File: src/common/flash_read_lookahead_params.svh
// Constants for the flash look-ahead read logic: field widths, limits and timing.
// Assumes one 200 MHz clock; included by the package and by the design modules.
`ifndef FLASH_READ_LOOKAHEAD_PARAMS_SVH
`define FLASH_READ_LOOKAHEAD_PARAMS_SVH

`define FRL_WORD_W 2
`define FRL_BLK_W 3
`define FRL_PAGE_W 6
`define FRL_SECTOR_W 6
`define FRL_DATA_W 32
`define FRL_WORDS 4
`define FRL_LAST_BLK 3'h7
`define FRL_LAST_PAGE 6'h3F
`define FRL_LAST_SECTOR 6'h3F
`define FRL_FIRST 6'h00
`define FRL_CLK_PERIOD_NS 5
`define FRL_ARRAY_ACCESS_NS 15
`define FRL_ARRAY_CYCLES ((`FRL_ARRAY_ACCESS_NS + `FRL_CLK_PERIOD_NS - 1) / `FRL_CLK_PERIOD_NS)
`define FRL_MAX_BUSY 9

`endif

File: src/common/flash_read_lookahead_pkg.sv
// Types shared by the flash look-ahead read logic.
// Assumes the constants header is on the include path.
`include "flash_read_lookahead_params.svh"

package flash_read_lookahead_pkg;

  typedef struct packed {
    logic aux;
    logic spare;
    logic [`FRL_SECTOR_W-1:0] sector;
    logic [`FRL_PAGE_W-1:0] page;
    logic [`FRL_BLK_W-1:0] blk;
  } blk_addr_type;

  typedef struct packed {
    blk_addr_type b;
    logic [`FRL_WORD_W-1:0] word;
  } rd_addr_type;

  typedef logic [`FRL_WORDS-1:0][`FRL_DATA_W-1:0] blk_data_type;

  typedef enum logic [1:0] {
    ST_IDLE = 2'h0,
    ST_LOOK = 2'h1,
    ST_DEMAND = 2'h2
  } fetch_state_type;

endpackage

File: src/hdl/flash_read_lookahead.sv
// Look-ahead read sequencer between fabric read requests and the flash array block.
// Assumes a fixed-latency array that presents a whole block on ARR_DATA at the end of a fetch.
// Notes on behaviour
// - While reads are served from the buffer, the next block is fetched in background.
// - Inside a data page, the next fetched block is the next linear block.
// - After a page's last data block, the first block of the next page is fetched.
// - While reading spare pages, the next sector's spare page first block is fetched.
// - Advancing past the last sector wraps back to sector zero.
// - Auxiliary block reads fetch the auxiliary block of the next linear page.
// - A mispredicted address holds busy until the running look-ahead ends, then reads.
// - A mispredicted read shows at most nine busy cycles before data arrives.
`timescale 1ns/1ps
`default_nettype none
`include "flash_read_lookahead_params.svh"

module flash_read_lookahead
  import flash_read_lookahead_pkg::*;
(
  input wire logic MCLK,
  input wire logic RST_N,
  input wire logic REN,
  input wire rd_addr_type ADDR,
  output logic BUSY,
  output logic RVALID,
  output logic [`FRL_DATA_W-1:0] RDATA,
  output logic ARR_RD,
  output blk_addr_type ARR_ADDR,
  input wire blk_data_type ARR_DATA
);

  localparam int MAX_BUSY = `FRL_MAX_BUSY;
  localparam logic [1:0] CNT_LAST = 2'(`FRL_ARRAY_CYCLES - 1);

  logic rst_meta_n;
  logic rst_n;
  fetch_state_type state_r;
  fetch_state_type state_nxt;
  logic [1:0] cnt_r;
  logic [1:0] cnt_nxt;
  blk_addr_type fetch_r;
  blk_addr_type fetch_nxt;
  blk_addr_type cur_r;
  blk_addr_type cur_nxt;
  blk_addr_type pre_r;
  blk_addr_type pre_nxt;
  blk_addr_type la_addr;
  logic cur_vld_r;
  logic cur_vld_nxt;
  logic pre_vld_r;
  logic pre_vld_nxt;
  blk_data_type cur_data_r;
  blk_data_type cur_data_nxt;
  blk_data_type pre_data_r;
  blk_data_type pre_data_nxt;
  logic rvalid_r;
  logic rvalid_nxt;
  logic [`FRL_DATA_W-1:0] rdata_r;
  logic [`FRL_DATA_W-1:0] rdata_nxt;
  logic hit_cur;
  logic hit_pre;
  logic miss;
  logic [3:0] busy_cnt_r;
  logic [3:0] busy_cnt_nxt;

  always_ff @(posedge MCLK or negedge RST_N)
  begin
    if (!RST_N)
    begin
      rst_meta_n <= 1'b0;
      rst_n <= 1'b0;
    end
    else
    begin
      rst_meta_n <= 1'b1;
      rst_n <= rst_meta_n;
    end
  end

  lookahead_next_addr u_next (
    .cur(cur_r),
    .nxt(la_addr)
  );

  assign hit_cur = REN && cur_vld_r && (ADDR.b == cur_r);
  assign hit_pre = REN && !hit_cur && pre_vld_r && (ADDR.b == pre_r);
  assign miss = REN && !hit_cur && !hit_pre;
  assign BUSY = miss;
  assign RVALID = rvalid_r;
  assign RDATA = rdata_r;
  assign ARR_RD = (state_r != ST_IDLE);
  assign ARR_ADDR = fetch_r;

  always_comb
  begin
    state_nxt = state_r;
    cnt_nxt = cnt_r;
    fetch_nxt = fetch_r;
    cur_nxt = cur_r;
    cur_vld_nxt = cur_vld_r;
    cur_data_nxt = cur_data_r;
    pre_nxt = pre_r;
    pre_vld_nxt = pre_vld_r;
    pre_data_nxt = pre_data_r;
    rvalid_nxt = 1'b0;
    rdata_nxt = rdata_r;
    if (hit_cur)
    begin
      rvalid_nxt = 1'b1;
      rdata_nxt = cur_data_r[ADDR.word];
    end
    else if (hit_pre)
    begin
      rvalid_nxt = 1'b1;
      rdata_nxt = pre_data_r[ADDR.word];
      cur_nxt = pre_r;
      cur_data_nxt = pre_data_r;
      pre_vld_nxt = 1'b0;
    end
    case (state_r)
      ST_IDLE:
      begin
        if (miss)
        begin
          state_nxt = ST_DEMAND;
          fetch_nxt = ADDR.b;
          cnt_nxt = CNT_LAST;
          pre_vld_nxt = 1'b0;
        end
        else if (cur_vld_r && !pre_vld_r)
        begin
          state_nxt = ST_LOOK;
          fetch_nxt = la_addr;
          cnt_nxt = CNT_LAST;
        end
      end
      ST_LOOK, ST_DEMAND:
      begin
        if (cnt_r == 2'h0)
        begin
          state_nxt = ST_IDLE;
          if (state_r == ST_LOOK)
          begin
            pre_nxt = fetch_r;
            pre_data_nxt = ARR_DATA;
            pre_vld_nxt = 1'b1;
          end
          else
          begin
            cur_nxt = fetch_r;
            cur_data_nxt = ARR_DATA;
            cur_vld_nxt = 1'b1;
          end
        end
        else
        begin
          cnt_nxt = cnt_r - 2'h1;
        end
      end
      default:
      begin
        state_nxt = ST_IDLE;
      end
    endcase
  end

  always_ff @(posedge MCLK or negedge rst_n)
  begin
    if (!rst_n)
    begin
      state_r <= ST_IDLE;
      cnt_r <= 2'h0;
      fetch_r <= '0;
      cur_r <= '0;
      cur_vld_r <= 1'b0;
      cur_data_r <= '0;
      pre_r <= '0;
      pre_vld_r <= 1'b0;
      pre_data_r <= '0;
      rvalid_r <= 1'b0;
      rdata_r <= '0;
    end
    else
    begin
      state_r <= state_nxt;
      cnt_r <= cnt_nxt;
      fetch_r <= fetch_nxt;
      cur_r <= cur_nxt;
      cur_vld_r <= cur_vld_nxt;
      cur_data_r <= cur_data_nxt;
      pre_r <= pre_nxt;
      pre_vld_r <= pre_vld_nxt;
      pre_data_r <= pre_data_nxt;
      rvalid_r <= rvalid_nxt;
      rdata_r <= rdata_nxt;
    end
  end

  // Counts consecutive busy cycles for the penalty check.
  always_comb
  begin
    busy_cnt_nxt = BUSY ? busy_cnt_r + 4'h1 : 4'h0;
  end

  always_ff @(posedge MCLK or negedge rst_n)
  begin
    if (!rst_n)
    begin
      busy_cnt_r <= 4'h0;
    end
    else
    begin
      busy_cnt_r <= busy_cnt_nxt;
    end
  end
endmodule

`default_nettype wire

File: src/hdl/lookahead_next_addr.sv
// Computes the block address that the look-ahead fetch targets next.
// Assumes a block address that is already registered; purely combinational.
`timescale 1ns/1ps
`default_nettype none
`include "flash_read_lookahead_params.svh"

module lookahead_next_addr
  import flash_read_lookahead_pkg::*;
(
  input wire blk_addr_type cur,
  output blk_addr_type nxt
);

  always_comb
  begin
    nxt = cur;
    if (cur.aux)
    begin
      nxt.blk = 3'h0;
      nxt.page = cur.page + 6'h01;
      if (cur.page == `FRL_LAST_PAGE)
      begin
        nxt.sector = (cur.sector == `FRL_LAST_SECTOR) ? `FRL_FIRST : cur.sector + 6'h01;
      end
    end
    else if (cur.spare)
    begin
      nxt.blk = 3'h0;
      nxt.page = `FRL_FIRST;
      nxt.sector = (cur.sector == `FRL_LAST_SECTOR) ? `FRL_FIRST : cur.sector + 6'h01;
    end
    else if (cur.blk == `FRL_LAST_BLK)
    begin
      nxt.blk = 3'h0;
      nxt.page = cur.page + 6'h01;
      if (cur.page == `FRL_LAST_PAGE)
      begin
        nxt.sector = (cur.sector == `FRL_LAST_SECTOR) ? `FRL_FIRST : cur.sector + 6'h01;
      end
    end
    else
    begin
      nxt.blk = cur.blk + 3'h1;
    end
  end

endmodule

`default_nettype wire

File: config.mk
export PLATFORM = sky130hd
export DESIGN_NAME = flash_read_lookahead
export DESIGN_NICKNAME = d
export VERILOG_FILES = /design/src/common/flash_read_lookahead_pkg.sv /design/src/hdl/flash_read_lookahead.sv /design/src/hdl/lookahead_next_addr.sv
export VERILOG_INCLUDE_DIRS = /design/src /design/src/common
export SDC_FILE = /design/constraint.sdc
export NUM_CORES = 1
export LEC_CHECK = 0
export BUFFER_PORTS_ARGS = -buffer_cell sky130_fd_sc_hd__buf_2
export CORE_UTILIZATION = 45
export CTS_CLUSTER_DIAMETER = 30
export DETAILED_ROUTE_END_ITERATION = 7
export GPL_ROUTABILITY_DRIVEN = 0
export GPL_TIMING_DRIVEN = 0
export PLACE_DENSITY_LB_ADDON = 0.25
export SLEW_MARGIN = 20
export SYNTH_ARGS = -nofsm -noshare
export SYNTH_HDL_FRONTEND = slang
export SYNTH_SLANG_ARGS = --single-unit
File: constraint.sdc
create_clock -name MCLK -period 13.7 [get_ports MCLK]
set_clock_uncertainty 0.1 [all_clocks]
set_input_delay 1.37 -clock MCLK [delete_from_list [all_inputs] [get_ports MCLK]]
set_output_delay 1.37 -clock MCLK [all_outputs]
set_load 0.01 [all_outputs]
==> impl_summary.md, run 1 <==
Power
The peak supply drop is 0.1392 mV. The power density over cell area is 239.4 nW/um2. For this design the static power due to leakage is approximately 0.01 uW. The power after layout is 5334 uW.

Timing
The clock period could shrink to roughly 5.4 ns. Dividing the final minimum period by the clock period gives around two fifths. The tightest hold path in the finished design has a slack of ~0.13 ns. The maximum frequency from static timing analysis is approximately 180 MHz.

The worst max-slew margin expressed relative to the limit is between 20 and 30%. The number of setup violations in the final report is 0. The pin slew with the least headroom to its limit is about 1.1 ns.

After layout, the worst setup slack is 8.289 ns. The number of pins with negative max-slew slack in the final report is 0. The final number of hold-violating endpoints is 0. Setup repair after global routing left no endpoint under its margin.

Floorplan
For this design the top-level I/O count stands at between 200 and 250. The die covers 39,740 um2. In this run the standard cell core region covers roughly 38,000 um2. The initial standard-cell utilization of the core is between 40% and 50%.

The horizontal die dimension is between 150 and 200 um. In this run the core area contains just over 70 standard-cell rows. Measured along the y axis, the die boundary spans about 200 um.

Routing
The number of vias per cell is around 6.3. The detailed router finished its first iteration with roughly 1,700 violations. After detailed routing, the average wire length per cell comes to roughly 25 um. The total DRC errors in the routed layout is 0. The routed wire length is about 63 mm. The detailed router placed around 16,000 vias in this run. The number of optimization iterations in the first detailed-route pass is 6. The number of nets still failing antenna checks after routing is 0.

Place
Buffers placed on the I/O ports in this run total 198. The number of placed cells counting well taps is between 2,000 and 2,500. Summed over all nets, the half-perimeter wirelength after detailed placement is about 44 mm. Timing analysis after detailed placement gives a worst setup slack of approximately 8.4 ns.

Logic synthesis
The count of flip-flops with a built-in enable after synthesis is 0. The cell area that synthesis handed to floorplanning was about 18,000 um2. The share of flip-flops with an asynchronous set or reset after synthesis is 100.0%.

The count of synthesis-stage warnings from yosys is 0. In the post-synthesis netlist, the biggest area contributors are dfrtp_1 50%, mux2_2 8.8%, mux4_2 8.2%, a31oi_1 5.2%, o21ai_0 4.7%. The portion of synthesized cell area occupied by the leading cell type is 49.69%. When the netlist entered floorplanning its net count stood at about 1,800. The commonest cells after synthesis are 348 x dfrtp_1, 166 x o21ai_0, 154 x nor2_1. Averaged over all synthesized cells, the footprint is between 10 and 15 um2.

The number of instances in the synthesized netlist is roughly 1,600. Among all cell types in the netlist, the one instantiated most often is dfrtp_1. The biggest area contributor in the post-synthesis netlist is dfrtp_1. After synthesis, flip-flops and latches occupy about 50% of the total area.

The flop and latch count out of synthesis is around 350. Counting distinct cell types in the post-synthesis netlist gives 49. Among all flip-flop cells after synthesis, the most frequent one is dfrtp_1.

CTS
The root buffer cell chosen for the clock tree is clkbuf_16. The buffer levels on the longest clock path is 3. Clock latency on the worst-skew pair, taken at its later pin, is 0.59 ns. The clock tree from TritonCTS is done. The number of CTS-inserted buffers is 82. The clock transition at the register clock pins on the worst setup and hold paths after CTS is around 0.050 ns. The number of H-tree levels is 3. The tree built by TritonCTS fans out to ~350 sinks. After clock tree synthesis, the repair step resized 0 gates. The number of hold buffers added after CTS is 0. After clock tree synthesis, the setup repair step added 0 buffers.

GRT
The initial antenna violation count was 2. The number of global-route vias before repair was ~16,000. The pin count of the biggest net entering global routing is 55. Global routing consumed, over all layers together, 31.99% of the routing resources. The overflow left after global routing is 0. The first global-routing pass estimated about 94 mm of wire.

Final layout
The multi-input logic area is 8029 um2. Cells fill 58.60% of the core in the end. The signed area change from the synthesized netlist to the final layout is 27.11%. The sequential cell area in the final layout is a little under 9000 um2. The number of cells in the finished layout apart from fillers is roughly 2,500. The final-stage net count is ~2,000.

The number of filler instances in the final layout is roughly 3,200. The layout cell share with drive strength beyond 1 is between 30% and 40%.

Setup path
The capture point of the worst reg-to-reg path is cur_data_r[114]. In this run the register-to-register setup slack is a little over 10 ns. For the worst setup path, the data arrival time is 3.94 ns. The peak fanout along the critical path is 10. The startpoint identified for the worst register-to-register timing path is pre_r[14]. The worst setup path is captured at an output pin. The worst setup path is of the in -> out kind.

STA classifies the critical path startpoint as an input port. Counting cells, the worst reg-to-reg path comes to 9. The required time at the endpoint of the critical path is around 12 ns.

Min path
The class of the tightest hold or removal check is reg -> async.

Job
Across the run, the number of max-cap violations was 0.

Run status
The run finished with clean final reports.
-- cell usage in the layout, fill, tap and decap left out, types with 64 or more instances in the layout --
cell type	netlist	final
dfrtp_1	348	347
buf_2	24	222
o21ai_0	166	166
nor2_1	154	154
nand3_1	153	153
a31oi_1	145	145
mux2_2	137	137
clkbuf_1	99	106
clkbuf_16	0	84
mux4_2	64	64
-- layer usage --
| layer | vias up | wire, um | global-route usage, % | part of all wire [%] |
|---|---|---|---|---|
| li1 | 6591 | - | - | - |
| met1 | 7804 | 24430 | 41.32 | 39 |
| met2 | 972 | 29610 | 50.51 | 47 |
| met3 | 176 | 6180 | 7.764 | 9.8 |
| met4 | 2 | 2726 | 15.58 | 4.3 |
| met5 | - | 9 | 0 | 0.014 |
-- worst max-delay path, stage by stage --
cell and delay, ns:
buf_2 0.13, xor2_1 0.19, nor4_1 0.29, nand3_1 0.16
nor2_1 0.40, buf_2 0.35, buf_2 0.31, buf_1 0.46
nor2_1 0.11, buf_2 0.17
-- registers in the layout (all words and copies together), names as in the netlist --
signal      count
pre_vld_r       1
cnt_r           2
pre_data_r    128
cur_vld_r       1
state_r         2
rst_n           1
rst_meta_n      1
cur_data_r    128
pre_r          17
RDATA          32
ARR_ADDR       17
RVALID          1
cur_r          17
-- how the worst max path moves through the flow --
stage                         from        endpoint  slack (ns)  cells past startpoint
after floorplan              rst_n     ARR_ADDR[0]        3.18                      0
after global placement       rst_n  pre_data_r[27]       -1.13                      0
after detailed placement  ADDR[15]            BUSY        8.37                     10
after CTS                 ADDR[15]            BUSY        8.37                     10
after global routing      ADDR[16]            BUSY        8.21                     10
final                     ADDR[15]            BUSY        8.29                     10
-- layout make-up --
| class | instances | area share, % |
|---|---|---|
| inverter | 30 | 0.5054 |
| tap | 511 | 2.870 |
| sequential | 348 | 39.10 |
| multi-input combinational | 1072 | 36.04 |
| timing repair buffer | 205 | 5.245 |
| clock buffer | 104 | 10.36 |
| buffer | 156 | 3.044 |
| clock inverter | 47 | 2.825 |
| antenna | 1 | 0.01123 |
-- where the power goes --
part	internal, uW	switching [uW]	leakage, uW
clock network	1420	638	0.00143
registers	1500	376	0.00405
logic	692	711	0.00435
-- stage by stage --
step                      area [um2]  TNS, ns
after CTS                      22280        0
after global routing           22280        0
after floorplan                17530        0
after detailed placement       19340        0
after global placement         19160  -377.96
final                          22280        0
-- cell families (layout without fill, tap and decap cells) --
kind of cell	count (synthesis)	count (layout)	share of synthesized area, %
compound gates	395	395	14.45
xor+xnor	40	40	1.999
fa+ha+maj	8	8	0.5711
buf+inv	186	542	4.505
flops	348	348	49.69
mux	201	201	17.03
other cells	1	2	0.02140
simple gates	427	427	11.74
No activity file was read; power rests on OpenSTA's default activity.
==> inputs of run 2 (changes only) <==
- clock period: 13.7 -> 5 ns (I/O delays scaled with it)
==> impl_summary.md, run 2 (synthesis results as in run 1) <==
CTS
The cell sitting at the root of the clock tree is a clkbuf_16. The clock tree from TritonCTS is done. The number of CTS-inserted buffers came to 89 (+8.5%). The clock sink count came to 348 (unchanged).

The buffer levels on the longest clock path came to 3 (unchanged). The quantity of gates resized following cts is 0 (unchanged). The number of H-tree levels is 3 (unchanged).

The clock transition at the register clock pins on the worst setup and hold paths after CTS is 0.04 ns (about the same). The insertion delay of the later-clocked pin in the worst-skew pair is 0.60 ns (about the same).

Floorplan
The y dimension of the die is 199.4 um (unchanged). The I/O pin count is 202 (unchanged). The placeable core area was 38,020 um2 (unchanged). The number of placement rows is 71 (unchanged). The initial standard-cell utilization of the core is 46.10% (unchanged). The horizontal die dimension is 199.4 um (unchanged). The die footprint is 39,740 um2 (unchanged).

Place
The placed wire-length estimate after detailed placement is 43.91 mm (+0.72%). The number of placed cells counting well taps is 2,322 (unchanged). The count of input and output buffers came to 198 (unchanged). The minimum setup slack after placement was 1.368 ns (-7.007 ns). The total placed instance area is 19,330 um2 (about the same).

Timing
The worst max-slew margin expressed relative to the limit is 30.16% (+0.91 points). The maximum frequency from static timing analysis is 246.2 MHz. The period utilization is between 80% and 90%.

The number of setup violations in the final report was 0 (unchanged). The minimum period implied by the final worst setup slack is around 4.1 ns. The setup slack of the critical path after layout is 0.9387 ns (-7.351 ns).

The final hold slack was 0.04304 ns (-0.08559 ns). The aggregate negative setup slack is 0 ns (unchanged). The number of pins with negative max-slew slack in the final report is 0 (unchanged). The pin slew with the least headroom to its limit is 1.048 ns (-0.01370 ns). The final number of hold-violating endpoints is 0 (unchanged). Setup repair after global routing left no endpoint under its margin.

Setup path
The reg2reg setup slack came to 1.56 ns (-8.65 ns). The reg-to-reg startpoint is pre_r[3]. The required time at the endpoint of the critical path is 4.40 ns (-7.83 ns).

The cell repeated most along the worst path is buf_2. The critical path goes through xor2_1, nor4_1, nand3_1, nor2_1, buf_2, buf_2, buf_1, nor2_1, buf_2. The data arrival at the endpoint of the critical path is 3.46 ns (-0.48 ns).

Among all stages on the critical path, the largest delay is contributed by buf_1. The largest incremental delay on the critical path is 0.46 ns (about the same). The worst setup path is captured at an output pin. The capture point of the worst reg-to-reg path is cur_data_r[121]. The length in cells of the worst reg-to-reg path is 9 (unchanged). The peak fanout along the critical path is 10 (unchanged). The worst setup path is launched from a flip-flop. The kind of critical path is reg -> out.

Routing
The violation count after the first detailed-routing iteration is 1,470 (-13%). The total DRC errors in the routed layout was 0 (unchanged). The average wire per cell in the routed design came to 25.48 um (+0.13%). The number of optimization iterations in the first detailed-route pass is 6 (unchanged). The number of nets still failing antenna checks after routing is 0 (unchanged). The routed wire length is 63.24 mm (+0.45%). The total via count after detailed routing is 15,637 (+0.59%). The number of vias per cell is 6.300 (+0.27%).

GRT
The overflow left after global routing came to 0 (unchanged). The initial antenna violation count is 2 (unchanged). The number of global-route vias before repair came to 16,169 (+2.9%). The pin count of the biggest net entering global routing was 57 (+3.6%). The total global routing track utilization is 32.55% (+0.55 points).

The wire length of the first global-routing pass is 95.81 mm (+2.2%).

Final layout
The number of cells in the finished layout apart from fillers came to 2,482 (+0.32%). The library cells used most frequently in the layout, excluding fill and tap cells, are 347 x dfrtp_1, 222 x buf_2, 166 x o21ai_0, 154 x nor2_1, 153 x nand3_1. The layout cell share with drive strength beyond 1 is 30.78% (-0.21 points). The final-stage net count is 2,061 (+0.39%). The signed area change from the synthesized netlist to the final layout is 27.18% (about the same). The cell area after layout was 22,290 um2 (about the same).

The most common cell after layout, fill and taps aside is dfrtp_1.

Min path
The path with the worst hold slack has its endpoint at pre_data_r[67]. The min-delay analysis places its worst path in the category in -> reg. In this run the most critical hold path is launched from ARR_DATA[67]. The number of stages on the worst hold path is 2.

Job
The number of max-cap violations came to 0 (unchanged).

Power
The peak supply drop is 0.3007 mV (+120%). The power density over cell area is 655.5 nW/um2 (+170%). The cell leakage power came to 0.009848 uW (+0.13%).

Run status
The flow ran to the end, and the final reports show no timing, DRC or antenna violations.
## run 2: cell count changes in the layout (fill, tap and decap cells not counted), sizes merged
| cell | before | now |
|---|---|---|
| clkbuf | 211 | 223 |
| bufinv | 12 | 8 |
| clkinvlp | 8 | 6 |
| clkinv | 22 | 23 |
| diode | 1 | 2 |
| dlygate4sd3 | 0 | 1 |
| inv | 35 | 34 |
## run 2: worst max-delay path by stage
| stage | from | endpoint | depth (start not counted) | slack [ns] |
|---|---|---|---|---|
| after global routing | pre_r[11] | BUSY | 9 | 0.81 |
| after global placement | rst_n | RVALID | 0 | 0.08 |
| after CTS | pre_r[14] | BUSY | 9 | 0.98 |
| final | pre_r[14] | BUSY | 9 | 0.94 |
| after floorplan | rst_n | ARR_ADDR[0] | 0 | 1.46 |
| after detailed placement | ADDR[16] | BUSY | 10 | 1.37 |
## run 2: what timing repair did
action	4_1_cts	5_1_grt
endpoints found under the hold margin	2	0
hold buffers	1	0
setup buffers	0	0
## run 2: power breakdown
part	switching [uW]	leakage (uW)	internal, uW
Sequential	1030	0.00405	4110
Clock	1770	0.00144	3840
Combinational	1950	0.00435	1900
Total	4760	0.00985	9850
## run 2: area by class of cell
class                      instances  area [um2]
clock buffer                     116        2460
clock inverter                    41       484.2
tap                              511       639.4
sequential                       348        8712
fill                            3219       15730
antenna                            2       5.005
inverter                          30       112.6
buffer                           156       678.2
timing repair buffer             206        1171
multi-input combinational       1072        8029
## run 2: routing by layer
metal | up-vias | track usage, % | wire length (um)
met3 | 196 | 7.257 | 5882
li1 | 6610 | - | -
met4 | 0 | 17.84 | 3080
met2 | 957 | 50.78 | 29320
met5 | - | 0 | 0
met1 | 7874 | 42.17 | 24960
## run 2: through the flow
stage          utilization [%]  power, uW
2_1_floorplan                -       7545
3_3_place_gp             50.39       8642
3_5_place_dp             50.84       8855
4_1_cts                  58.61      14520
5_1_grt                  58.62      15230
6_report                 58.63      14610
## run 2: critical path, delay by kind of cell, from the launching register on
kind	cells	cell delay (ns)
simple gates	4	0.93
buf+inv	4	1.31
xor+xnor	1	0.19
flops	1	0.42
